[config.mk]
export PLATFORM = sky130hd
export DESIGN_NAME = rbef_top
export DESIGN_NICKNAME = d
export VERILOG_FILES = /design/src/rbef_pkg.sv /design/src/rbef_top.sv
export SDC_FILE = /design/constraint.sdc
export NUM_CORES = 2
export LEC_CHECK = 0
export ABC_AREA = 1
export BUFFER_PORTS_ARGS = -buffer_cell sky130_fd_sc_hd__buf_2
export CAP_MARGIN = 15
export CORE_MARGIN = 2
export CORE_UTILIZATION = 35
export CTS_CLUSTER_SIZE = 12
export DETAILED_ROUTE_END_ITERATION = 16
export GPL_ROUTABILITY_DRIVEN = 0
export PLACE_DENSITY_LB_ADDON = 0.25
export SETUP_SLACK_MARGIN = 0.5
export SYNTH_ARGS = -nofsm -noshare
export SYNTH_HDL_FRONTEND = slang
export SYNTH_SLANG_ARGS = --single-unit
[constraint.sdc]
create_clock -name I_REF_CLK -period 25.5 [get_ports I_REF_CLK]
set_clock_uncertainty 0.15 [all_clocks]
set_input_delay 2.55 -clock I_REF_CLK [delete_from_list [all_inputs] [get_ports I_REF_CLK]]
set_output_delay 2.55 -clock I_REF_CLK [all_outputs]
set_load 0.01 [all_outputs]
[src/rbef_pkg.sv]
`default_nettype none
// ==========================================================
// timing
package rbef_pkg;
  localparam int          CLK_HZ         = 50_000_000;
  // line symbol rate; twice the data rate so that manchester fits
  localparam int          SYM_RATE_HZ    = 200_000;
  localparam logic [15:0] SYM_CYC        = 16'(CLK_HZ / SYM_RATE_HZ);
  localparam int          DIV_PERIOD_US  = 1000;
  localparam int unsigned DIV_PERIOD_CYC = DIV_PERIOD_US * (CLK_HZ / 1_000_000);
  // ==========================================================
  // register byte offsets and field positions
  localparam logic [7:0]  A_CTRL         = 8'h00;
  localparam logic [7:0]  A_ENC          = 8'h04;
  localparam logic [7:0]  A_DATA         = 8'h08;
  localparam logic [7:0]  A_STAT         = 8'h0c;
  localparam logic [7:0]  A_COUNT        = 8'h10;
  localparam logic [7:0]  A_THR          = 8'h14;
  localparam logic [7:0]  A_FIXLEN       = 8'h18;
  localparam int          CFG_W          = 6;
  localparam int          ENC_W          = 4;
  localparam int          THR_SIDE_BIT   = 16;
  // ==========================================================
  // reset values and fixed codes
  localparam logic [8:0]  FIFO_DEPTH     = 9'h100;
  localparam logic [8:0]  THR_RST        = 9'h080;
  localparam logic [7:0]  FIXLEN_RST     = 8'h10;
  localparam logic [4:0]  FLAGS_RST      = 5'h19;
  localparam logic [7:0]  HDLC_FLAG      = 8'h7e;
  localparam logic [15:0] CRC_INIT       = 16'hffff;
  localparam logic [15:0] CRC_POLY       = 16'h1021;
  localparam logic [8:0]  CRC_BYTES      = 9'h002;
  localparam logic [7:0]  HDR_DATA       = 8'h01;
  localparam logic [7:0]  HDR_RES        = 8'h81;
  localparam logic [7:0]  HDR_RSSI       = 8'h22;
  // ==========================================================
  // types
  typedef enum logic [1:0] {FM_RAW, FM_HDLC, FM_FIXED, FM_LEN} rbef_fmode_e;
  typedef enum logic [1:0] {CT_DATA, CT_RSSI, CT_FOFS, CT_TIME} rbef_ctype_e;
  typedef enum logic [2:0] {
    TS_IDLE  = 3'b000,
    TS_HDR   = 3'b001,
    TS_DATA  = 3'b011,
    TS_CRC   = 3'b010,
    TS_FLAG2 = 3'b110
  } rbef_tx_e;
  typedef struct packed {
    logic        eop;
    rbef_ctype_e ctype;
    logic [4:0]  len;
  } rbef_hdr_s;
  typedef struct packed {
    logic        rssi_en;
    logic        div_en;
    logic        crc_en;
    rbef_fmode_e fmode;
    logic        tx_mode;
  } rbef_cfg_s;
  typedef struct packed {
    logic whiten;
    logic manch;
    logic diff;
    logic inv;
  } rbef_enc_s;
  typedef struct packed {
    logic        psel;
    logic        penable;
    logic        pwrite;
    logic [7:0]  paddr;
    logic [31:0] pwdata;
  } rbef_apb_req_s;
  typedef struct packed {
    logic        pready;
    logic        pslverr;
    logic [31:0] prdata;
  } rbef_apb_rsp_s;
endpackage
`default_nettype wire

[src/rbef_top.sv]
// Chosen here: the placing of the registers and the APB slave port.
`timescale 1ns/1ps
`default_nettype none
// ==========================================================
// Operation
// encoder sits on transmit and receive paths
// differential: one toggles level, zero holds
// inversion complements every bit
// manchester: two symbols per data bit
// self-synchronising whitening, no added bits
// one 256-byte fifo to the controller
// fifo chunks carry length and type header
// fifo direction follows transmit or receive
// controller polls status or count register
// empty, not empty, full, not full, level
// flags clear only by moving data; the level flag here also changes when the threshold register is written
// hdlc delimits packets, inserts and checks crc
// fixed-length and length-byte modes, optional crc
// diversity picks stronger antenna outside packets
// periodic rssi chunks into the fifo; here only with div_en also set and outside packets
// hdlc frames bounded by flag byte
// crc result appended after received data
// raw mode only serialises and groups bytes
// level flag follows threshold side
// full writes and empty reads ignored
module rbef_top #(
  parameter int unsigned DIV_PERIOD = rbef_pkg::DIV_PERIOD_CYC
) (
  input  wire logic                    I_REF_CLK,
  input  wire logic                    I_RST_B,
  input  wire rbef_pkg::rbef_apb_req_s I_APB,
  output var  rbef_pkg::rbef_apb_rsp_s O_APB,
  input  wire logic                    I_RX_STB,
  input  wire logic                    I_RX_BIT,
  input  wire logic [7:0]              I_RSSI_A,
  input  wire logic [7:0]              I_RSSI_B,
  output logic                         O_TX_SYM,
  output logic                         O_ANT_SEL,
  output logic [4:0]                   O_FIFO_FLAGS
);
  import rbef_pkg::*;

  typedef struct packed {
    rbef_cfg_s      cfg;
    rbef_enc_s      enc;
    logic [8:0]     thr;
    logic           thr_side;
    logic [7:0]     fixlen;
    rbef_apb_rsp_s  rsp;
    logic [7:0]     wp;
    logic [7:0]     rp;
    logic [8:0]     cnt;
    logic [4:0]     flags;
    logic [15:0]    sym;
    logic           ph;
    logic [3:0]     tbits;
    logic [7:0]     tsr;
    logic           tsym;
    logic           tline;
    logic [16:0]    twsr;
    logic           txo;
    rbef_tx_e       ts;
    logic [4:0]     tlen;
    logic           teop;
    logic           tinp;
    logic [15:0]    tcrc;
    logic           tci;
    logic           rph;
    logic           rprev;
    logic [16:0]    rwsr;
    logic [7:0]     rsr;
    logic [2:0]     rcnt;
    logic           rinp;
    logic [1:0]     rn;
    logic [8:0]     rrem;
    logic [7:0]     h1;
    logic [7:0]     h0;
    logic [15:0]    rcrc;
    logic [3:0][7:0] pend;
    logic [2:0]     en;
    logic [2:0]     ei;
    logic [31:0]    dtim;
    logic           ant;
  } rbef_st_s;

  rbef_st_s   q;
  rbef_st_s   d;
  logic [7:0] mem [256];
  logic [7:0] rdat;
  logic       push;
  logic       hpop;
  logic       fpop;
  logic [7:0] wdat;
  logic       full;
  logic       empty;
  logic       tick;
  logic       w;
  logic       lv;
  logic       rv;
  logic       rd;
  logic       ro;
  logic [7:0] nsr;
  logic [8:0] rem_n;
  logic [15:0] crc_a;
  logic [8:0] c2;
  rbef_hdr_s  hdr;

  // crc-ccitt over one byte, msb first
  function automatic logic [15:0] crc_upd(input logic [15:0] c, input logic [7:0] b);
    logic [15:0] r;
    r = c ^ {b, 8'h00};
    for (int i = 0; i < 8; i++) begin
      r = r[15] ? ((r << 1) ^ CRC_POLY) : (r << 1);
    end
    return r;
  endfunction

  assign rdat  = mem[q.rp];
  assign full  = (q.cnt == FIFO_DEPTH);
  assign empty = (q.cnt == 9'h000);
  assign tick  = (q.sym == SYM_CYC - 16'h0001);
  assign hdr   = rbef_hdr_s'(rdat);
  assign c2    = q.cfg.crc_en ? CRC_BYTES : 9'h000;

  always_comb begin
    d     = q;
    push  = 1'b0;
    hpop  = 1'b0;
    fpop  = 1'b0;
    wdat  = 8'h00;
    w     = 1'b0;
    lv    = 1'b0;
    rv    = 1'b0;
    rd    = 1'b0;
    ro    = 1'b0;
    nsr   = q.rsr;
    rem_n = q.rrem;
    crc_a = q.rcrc;
    // ==========================================================
    // apb slave: one wait state, effects at the completing edge
    d.rsp.pready  = 1'b0;
    d.rsp.pslverr = 1'b0;
    if (I_APB.psel && I_APB.penable && !q.rsp.pready) begin
      d.rsp.pready = 1'b1;
      case (I_APB.paddr)
        A_CTRL:   d.rsp.prdata = {26'h0, q.cfg};
        A_ENC:    d.rsp.prdata = {28'h0, q.enc};
        A_DATA:   d.rsp.prdata = {24'h0, empty ? 8'h00 : rdat};
        A_STAT:   d.rsp.prdata = {25'h0, q.rinp, q.ant, q.flags};
        A_COUNT:  d.rsp.prdata = {23'h0, q.cnt};
        A_THR:    d.rsp.prdata = {15'h0, q.thr_side, 7'h0, q.thr};
        A_FIXLEN: d.rsp.prdata = {24'h0, q.fixlen};
        default: begin
          d.rsp.prdata  = 32'h0;
          d.rsp.pslverr = 1'b1;
        end
      endcase
    end else if (I_APB.psel && I_APB.penable && I_APB.pwrite) begin
      case (I_APB.paddr)
        A_CTRL: d.cfg = rbef_cfg_s'(I_APB.pwdata[CFG_W-1:0]);
        A_ENC:  d.enc = rbef_enc_s'(I_APB.pwdata[ENC_W-1:0]);
        A_DATA: begin
          if (q.cfg.tx_mode && !full) begin
            push = 1'b1;
            wdat = I_APB.pwdata[7:0];
          end
        end
        A_THR: begin
          d.thr      = I_APB.pwdata[8:0];
          d.thr_side = I_APB.pwdata[THR_SIDE_BIT];
        end
        A_FIXLEN: d.fixlen = I_APB.pwdata[7:0];
        default: ;
      endcase
    end else if (I_APB.psel && I_APB.penable && I_APB.paddr == A_DATA) begin
      hpop = !q.cfg.tx_mode && !empty;
    end
    // ==========================================================
    // transmit framer: pulls chunks, adds flags and crc
    if (q.tbits == 4'h0 && !q.ph) begin
      case (q.ts)
        TS_IDLE: begin
          if (q.cfg.tx_mode && !empty) begin
            fpop   = 1'b1;
            d.tlen = hdr.len;
            d.teop = hdr.eop;
            d.ts   = TS_HDR;
          end
        end
        TS_HDR: begin
          if (!q.tinp) begin
            d.tcrc = CRC_INIT;
            if (q.cfg.fmode == FM_HDLC) begin
              d.tsr   = HDLC_FLAG;
              d.tbits = 4'h8;
            end
          end
          d.tinp = 1'b1;
          d.ts   = TS_DATA;
        end
        TS_DATA: begin
          if (q.tlen != 5'h00) begin
            if (q.cfg.tx_mode && !empty) begin
              fpop    = 1'b1;
              d.tsr   = rdat;
              d.tbits = 4'h8;
              d.tcrc  = crc_upd(q.tcrc, rdat);
              d.tlen  = q.tlen - 5'h01;
            end
          end else if (!q.teop) begin
            d.ts = TS_IDLE;
          end else if (q.cfg.crc_en && q.cfg.fmode != FM_RAW) begin
            d.ts  = TS_CRC;
            d.tci = 1'b0;
          end else begin
            d.ts = TS_FLAG2;
          end
        end
        TS_CRC: begin
          d.tsr   = q.tci ? q.tcrc[15:8] : q.tcrc[7:0];
          d.tbits = 4'h8;
          d.tci   = 1'b1;
          if (q.tci) begin
            d.ts = TS_FLAG2;
          end
        end
        TS_FLAG2: begin
          if (q.cfg.fmode == FM_HDLC) begin
            d.tsr   = HDLC_FLAG;
            d.tbits = 4'h8;
          end
          d.tinp = 1'b0;
          d.ts   = TS_IDLE;
        end
        default: d.ts = TS_IDLE;
      endcase
    end
    // ==========================================================
    // transmit encoder: whiten, differential, invert, manchester
    d.sym = tick ? 16'h0000 : q.sym + 16'h0001;
    if (tick && !q.ph && q.tbits != 4'h0) begin
      w      = q.tsr[0] ^ (q.enc.whiten & (q.twsr[11] ^ q.twsr[16]));
      d.twsr = {q.twsr[15:0], w};
      lv     = q.enc.diff ? (q.tline ^ w) : w;
      d.tline = lv;
      d.tsym  = lv ^ q.enc.inv;
      d.txo   = lv ^ q.enc.inv;
      d.tsr   = {1'b0, q.tsr[7:1]};
      d.tbits = q.tbits - 4'h1;
      d.ph    = 1'b1;
    end else if (tick && q.ph) begin
      d.txo = q.enc.manch ? ~q.tsym : q.tsym;
      d.ph  = 1'b0;
    end
    // ==========================================================
    // chunk emitter toward the fifo in receive mode
    if (!q.cfg.tx_mode && q.ei != q.en && !full) begin
      push = 1'b1;
      wdat = q.pend[q.ei];
      d.ei = q.ei + 3'h1;
    end
    // ==========================================================
    // antenna diversity and rssi chunks
    d.dtim = (q.dtim >= DIV_PERIOD - 1) ? 32'h0 : q.dtim + 32'h1;
    if (q.dtim >= DIV_PERIOD - 1 && q.cfg.div_en && !q.rinp) begin
      d.ant = (I_RSSI_B > I_RSSI_A);
      if (q.cfg.rssi_en && !q.cfg.tx_mode && q.ei == q.en) begin
        d.pend = {8'h00, I_RSSI_B, I_RSSI_A, HDR_RSSI};
        d.en   = 3'h3;
        d.ei   = 3'h0;
      end
    end
    // ==========================================================
    // receive decoder and framer; hdlc payload holding the flag
    // pattern ends the frame early since no bit stuffing is done
    if (I_RX_STB && !q.cfg.tx_mode) begin
      d.rph = q.enc.manch ? ~q.rph : 1'b0;
      if (!q.rph) begin
        rv      = I_RX_BIT ^ q.enc.inv;
        rd      = q.enc.diff ? (rv ^ q.rprev) : rv;
        d.rprev = rv;
        ro      = rd ^ (q.enc.whiten & (q.rwsr[11] ^ q.rwsr[16]));
        d.rwsr  = {q.rwsr[15:0], rd};
        nsr     = {ro, q.rsr[7:1]};
        d.rsr   = nsr;
        crc_a   = (q.rn >= 2'h2) ? crc_upd(q.rcrc, q.h1) : q.rcrc;
        if (q.cfg.fmode != FM_RAW && nsr == HDLC_FLAG
            && (q.cfg.fmode == FM_HDLC || !q.rinp)) begin
          if (q.cfg.fmode == FM_HDLC && q.rinp && q.rn == 2'h3 && q.cfg.crc_en) begin
            d.pend = {16'h0000, 7'h00, q.rcrc == {q.h0, q.h1}, HDR_RES};
            d.en   = 3'h2;
            d.ei   = 3'h0;
          end
          d.rinp = 1'b1;
          d.rcnt = 3'h0;
          d.rn   = 2'h0;
          d.rcrc = CRC_INIT;
          d.rrem = {1'b0, q.fixlen} + c2;
        end else if (q.rinp || q.cfg.fmode == FM_RAW) begin
          d.rcnt = q.rcnt + 3'h1;
          if (q.rcnt == 3'h7) begin
            d.pend = {16'h0000, nsr, HDR_DATA};
            d.en   = 3'h2;
            d.ei   = 3'h0;
            d.rcrc = crc_a;
            d.h1   = q.h0;
            d.h0   = nsr;
            d.rn   = (q.rn == 2'h3) ? 2'h3 : q.rn + 2'h1;
            rem_n  = (q.cfg.fmode == FM_LEN && q.rn == 2'h0) ? {1'b0, nsr} + c2
                                                             : q.rrem - 9'h001;
            d.rrem = rem_n;
            if ((q.cfg.fmode == FM_FIXED || q.cfg.fmode == FM_LEN) && rem_n == 9'h000) begin
              d.rinp = 1'b0;
              if (q.cfg.crc_en) begin
                d.pend = {7'h00, crc_a == {nsr, q.h0}, HDR_RES, nsr, HDR_DATA};
                d.en   = 3'h4;
              end
            end
          end
        end
      end
    end
    // ==========================================================
    // fifo pointers and status flags
    if (push) begin
      d.wp = q.wp + 8'h01;
    end
    if (hpop || fpop) begin
      d.rp = q.rp + 8'h01;
    end
    d.cnt = q.cnt + {8'h00, push} - {8'h00, hpop | fpop};
    d.flags[0] = (d.cnt == 9'h000);
    d.flags[1] = (d.cnt != 9'h000);
    d.flags[2] = (d.cnt == FIFO_DEPTH);
    d.flags[3] = (d.cnt != FIFO_DEPTH);
    d.flags[4] = q.thr_side ? (d.cnt >= q.thr) : (d.cnt <= q.thr);
  end

  always_ff @(posedge I_REF_CLK) begin
    if (!I_RST_B) begin
      q        <= '0;
      q.thr    <= THR_RST;
      q.fixlen <= FIXLEN_RST;
      q.flags  <= FLAGS_RST;
    end else begin
      q <= d;
    end
  end

  // storage has no reset; contents are only valid below the count
  always_ff @(posedge I_REF_CLK) begin
    if (push && I_RST_B) begin
      mem[q.wp] <= wdat;
    end
  end

  assign O_APB        = q.rsp;
  assign O_TX_SYM     = q.txo;
  assign O_ANT_SEL    = q.ant;
  assign O_FIFO_FLAGS = q.flags;
endmodule
`default_nettype wire

==> metrics.yaml, run 1 <==
synth_area_um2: 98230
die_y_um: 533.8
port_buffers: 59
ios: 104
placed_area_um2: 101100
post_cts_resized: 0
die_w_um: 533.8
cts_root_buf: "clkbuf_16"
synth_area_leaders: "edfxtp_1 63%, nand3_1 11%, nand2_1 9.2%"
antenna_found_initial: 5
synth_area_per_cell_um2: 10.94
dp_hpwl_mm: 156.2
status: "did not finish"
synthCells: 8981
async_flop_share: 0
synth_top_family_by_area: "simple AND/OR/NAND/NOR gates"
ys_types: 62
yosysWarningCount: 0
synth.ff_latch_count: 2346
cts.sinks: 2346
error_message: "[ERROR GRT-0228] Horizontal edge usage exceeds the maximum allowed. (32, 19) usage=65535 limit=3200"
numCtsBuffers: 238
htreeDepth: 4
synth_mux_area_frac: 0.0001146
synthSimpleGateAreaFrac: 0.2279
synthXorXnorAreaFrac: 0.005490
clockBufferDepth: 3
synth_top_area_share: 0.6261
synth-edff-count: 2048
synthFlopType: "edfxtp_1"
hold_buffers: 0
lastStage: "global routing"
postCtsSetupRepairBufs: 0
grt_max_degree: 193
synthAdderAreaFrac: 0.006318
synth-compound-area-share: 0.02872
start_util: 0.3516
yosysSeqAreaShare: 0.6868
rows: 194
yosysTopAreaCell: "edfxtp_1"
Yosys cell counts, types with 2 or more instances:
library cell     n
nand2_1       2410
nand3_1       2122
edfxtp_1      2048
nor2_1         456
dfxtp_1        298
buf_2          296
inv_1          286
a21oi_1        182
o21ai_0        175
clkbuf_1       123
buf_4           78
ha_1            48
buf_1           46
buf_6           44
o22ai_1         42
xor2_1          33
nor3_1          32
o211ai_1        23
xnor2_1         23
nand4_1         21
a211oi_1        17
nor4_1          16
a221oi_1        15
a31oi_1         14
nand3_2         14
nor2_2          13
nand2_2         12
or2_2            9
inv_2            8
clkinv_1         6
nand4_2          6
o21bai_1         6
a22oi_1          5
nor3b_1          5
o21ai_1          5
o221ai_1         5
and3_1           4
inv_4            3
nand2_4          3
nor2_4           3
a2111oi_0        2
buf_8            2
o31ai_1          2
xor2_2           2
cells by family after synthesis:
kind of cell	count (synthesis)
AOI/OAI and AO/OA	500
xor gates and xnor gates	59
adders and majority gates	49
buffers and inverters	893
DFF	2346
muxes	1
other	1
and+or+nand+nor	5132
metrics by stage:
stage                     cells  setup WS (ns)  hold WS (ns)    util
after detailed placement  12310          17.65        0.2779  0.3620
after floorplan            9018          9.912        0.2587       -
after CTS                 12720          18.60        0.2878  0.3883
after global placement    12310          17.67        0.2728  0.3620
==> run 2: changes to the inputs <==
--- a/config.mk
+++ b/config.mk
@@ -9,12 +9,10 @@
 export BUFFER_PORTS_ARGS = -buffer_cell sky130_fd_sc_hd__buf_2
 export CAP_MARGIN = 15
 export CORE_MARGIN = 2
-export CORE_UTILIZATION = 35
-export CTS_CLUSTER_SIZE = 12
+export CORE_UTILIZATION = 20
 export DETAILED_ROUTE_END_ITERATION = 16
 export GPL_ROUTABILITY_DRIVEN = 0
-export PLACE_DENSITY_LB_ADDON = 0.25
-export SETUP_SLACK_MARGIN = 0.5
+export PLACE_DENSITY_LB_ADDON = 0.15
 export SYNTH_ARGS = -nofsm -noshare
 export SYNTH_HDL_FRONTEND = slang
 export SYNTH_SLANG_ARGS = --single-unit
==> run 2 against run 1 <==
Compared with the run above: the run now ends clean; synthesized cell count unchanged; synthesized area stayed put.
==> metrics.yaml, run 2 <==
pwr-share-seq: 0.490
top_register: "mem"
setup_violations: 0
synth_area_leaders: "edfxtp_1 63%, nand3_1 11%, nand2_1 9.2%"
p_comb_frac: 0.086
grt_pass1_vias: 65730
post_cts_resized: 0  # unchanged
drc: 0
synthFlopType: "edfxtp_1"
start_util: 0.2007  # -0.1509
async_flop_share: 0  # unchanged
relSlewSlack: 0.2332
rsz0062_at_grt: "no"
drtIter0Drc: 4856
die-area_um2: 496800
powerDensity_nw_per_um2: 80.42
htreeDepth: 5  # +1
antenna_found_initial: 14
vdd_drop_max_mv: 0.05479
fin_crit_ns: 7.188
core_um2: 489400
final_common_cell: "nand2_1"
path_clk_slew_ns: 0.06
crit_family: "simple AND/OR/NAND/NOR gates"
die_y_um: 704.8  # +32%
slowest_delay_ns: 1.08
fin_ws_ns: 18.31
swShare: 0.2518
routedWlPerCell_um: 20.90
hold_end: "q[70]"
crit_fanout: 16
drive_gt1_frac: 0.07195
gr-usage-all-layers: 0.1270
hold_depth: 2
synth.ff_latch_count: 2346  # unchanged
syn_to_final_growth_pct: 15.52
grt_overflow: 0
clockBufferDepth: 4  # +1
synth-edff-count: 2048  # unchanged
wl_mm: 325.7
intPower_mw: 6.828
p_leak_nw: 38.58
ys_types: 62  # unchanged
switching_power_mw: 2.298
cp.arrival_ns: 7.55
critPathSlowestCell: "nand4_1"
reg2regPathDepth: 22
synth_area_um2: 98230  # unchanged
ant_nets: 0
grt_max_degree: 160
status: "completed"
numCtsBuffers: 282  # +18%
cp_cell_sequence: "buf_2 > nor2_1 > nand2_1 > nor2_1 > nand2_1 > inv_1 > nand4_1 > nand2_1 > inv_1 > nor2_2 > nand4_1 > buf_4 > nor2_1"
synth_area_per_cell_um2: 10.94  # unchanged
dp_hpwl_mm: 190.4  # +22%
largest_reg_flops: 2048
min_from: "q[70]"
layout_common_cells: "2410 x nand2_1, 2118 x nand3_1, 2048 x edfxtp_1, 455 x nor2_1, 292 x dfxtp_1"
cts_tree: "done"
cp.required_ns: 25.86
hold_buffers: 0  # unchanged
crit_type: "in2reg"
nNetsFinal: 9010
hold_viol: 0
worst-path-buf-inv: 4
slew_violations: 0
fillers: 52110
dr.pass1.iters: 6
max_freq_mhz: 139.1
cts.sinks: 2346  # unchanged
endpoint_kind: "flop"
yosysSeqAreaShare: 0.6868  # unchanged
synth_most_common_cell: "nand2_1"
r2r_slack_ns: 18.53
viasPerCell: 4.222
synth_top_area_share: 0.6261  # unchanged
die_w_um: 704.8  # +32%
rows: 257  # +32%
fin_crit_sh: 0.2819
cts_root_buf: "clkbuf_16"
ios: 104  # unchanged
r2r_end: "q[158]"
yosysTopAreaCell: "edfxtp_1"
clk-insertion-delay-late_ns: 0.92
clockPowerShare: 0.423
setup_tns_ns: 0
place_ws_ns: 17.21  # -0.4383 ns
maxCapViolCount: 0
synth_common_cells: "2410 x nand2_1, 2122 x nand3_1, 2048 x edfxtp_1"
yosysWarningCount: 0  # unchanged
grt_pass1_wl_mm: 471.2
cp-start-kind: "input port"
synthCells: 8981  # unchanged
postCtsSetupRepairBufs: 0  # unchanged
vias: 65780
worst_pin_slew_ns: 1.150
hold_class: "reg2reg"
port_buffers: 59  # unchanged
==> run 2: cell counts after synthesis <==
No cell type changed its count.
==> run 2: cell families (layout without fill, tap and decap cells) <==
kind of cell | after synthesis | count (layout) | share of synthesized area
simple gates | 5132 | 5132 | 0.2279
flops | 2346 | 2346 | 0.6868
buf+inv | 893 | 979 | 0.04459
compound gates | 500 | 500 | 0.02872
xor+xnor | 59 | 59 | 0.005490
fa+ha+maj | 49 | 49 | 0.006318
other cells | 1 | 41 | 0.00003818
mux | 1 | 1 | 0.0001146
==> run 2: final cells by class <==
cell class | instances | area, µm² | area share
flip-flops and latches | 2346 | 67480 | 0.5947
multi-input cells | 5779 | 26690 | 0.2352
well taps | 6475 | 8102 | 0.07139
clock buffers | 359 | 7565 | 0.06666
repair buffers | 185 | 1356 | 0.01195
inverters | 304 | 1196 | 0.01054
clock inverters | 131 | 1076 | 0.009482
diodes | 3 | 7.507 | 0.00006616
==> run 2: power by group through the flow <==
stage               Clock (mW)  Combinational (mW)  Sequential, mW
detailed placement           0               0.816            4.56
finish                    3.86               0.787            4.48
CTS                       4.00               0.818            4.48
global placement             0               0.824            4.56
global route              4.13               0.876            4.48
floorplan                    0               0.388            4.76
==> run 2: worst max path at each step <==
stage          cells after the start      start          end  slack (ns)
5_1_grt                           10  I_APB[33]   mem[74][3]       18.04
2_1_floorplan                      5  I_APB[33]    mem[0][0]        9.91
4_1_cts                           13  I_APB[33]  mem[114][7]       18.25
6_report                          13  I_APB[33]  mem[202][4]       18.31
3_3_place_gp                      13  I_APB[33]  mem[114][7]       17.33
3_5_place_dp                      13  I_APB[33]  mem[114][7]       17.21
==> run 2: layer usage <==
layer / wire length (µm) / global-route usage / share of wire / vias up
li1: - / - / - / 31310
met1: 148400 / 0.1701 / 0.46 / 32820
met2: 155400 / 0.2141 / 0.48 / 1251
met5: 0 / 0 / 0 / -
met4: 8935 / 0.03470 / 0.027 / 0
met3: 13000 / 0.01711 / 0.040 / 405
==> run 2: through the flow <==
stage / hold WS [ns] / total power, mW / instance area (µm²) / util / cells
2_1_floorplan: 0.2587 / 5.146 / 98370 / - / 9018
3_3_place_gp: 0.2771 / 5.379 / 104800 / 0.2142 / 15090
3_5_place_dp: 0.2741 / 5.372 / 104800 / 0.2142 / 15090
4_1_cts: 0.2837 / 9.291 / 113500 / 0.2319 / 15580
5_1_grt: 0.2975 / 9.479 / 113500 / 0.2319 / 15580
6_report: 0.2831 / 9.126 / 113500 / 0.2319 / 15580
==> run 2: worst register-to-register path, stage by stage (launching register included) <==
cell,delay (ns)
dfxtp_4,0.48
inv_16,0.35
buf_4,0.51
buf_4,0.53
buf_4,0.57
buf_4,0.77
buf_4,0.66
nand3_1,0.25
nand3_1,0.14
nand3_1,0.23
nand3_1,0.23
nand3_1,0.39
nand3_1,0.22
nand3_1,0.33
nand2_1,0.41
nand2_1,0.08
nand2_1,0.16
nand2_2,0.10
nand2_1,0.12
nand2_1,0.06
nand3_1,0.10
nand2_1,0.06
inv_1,0.04
Note: power is estimated with default switching activity, not from simulation.
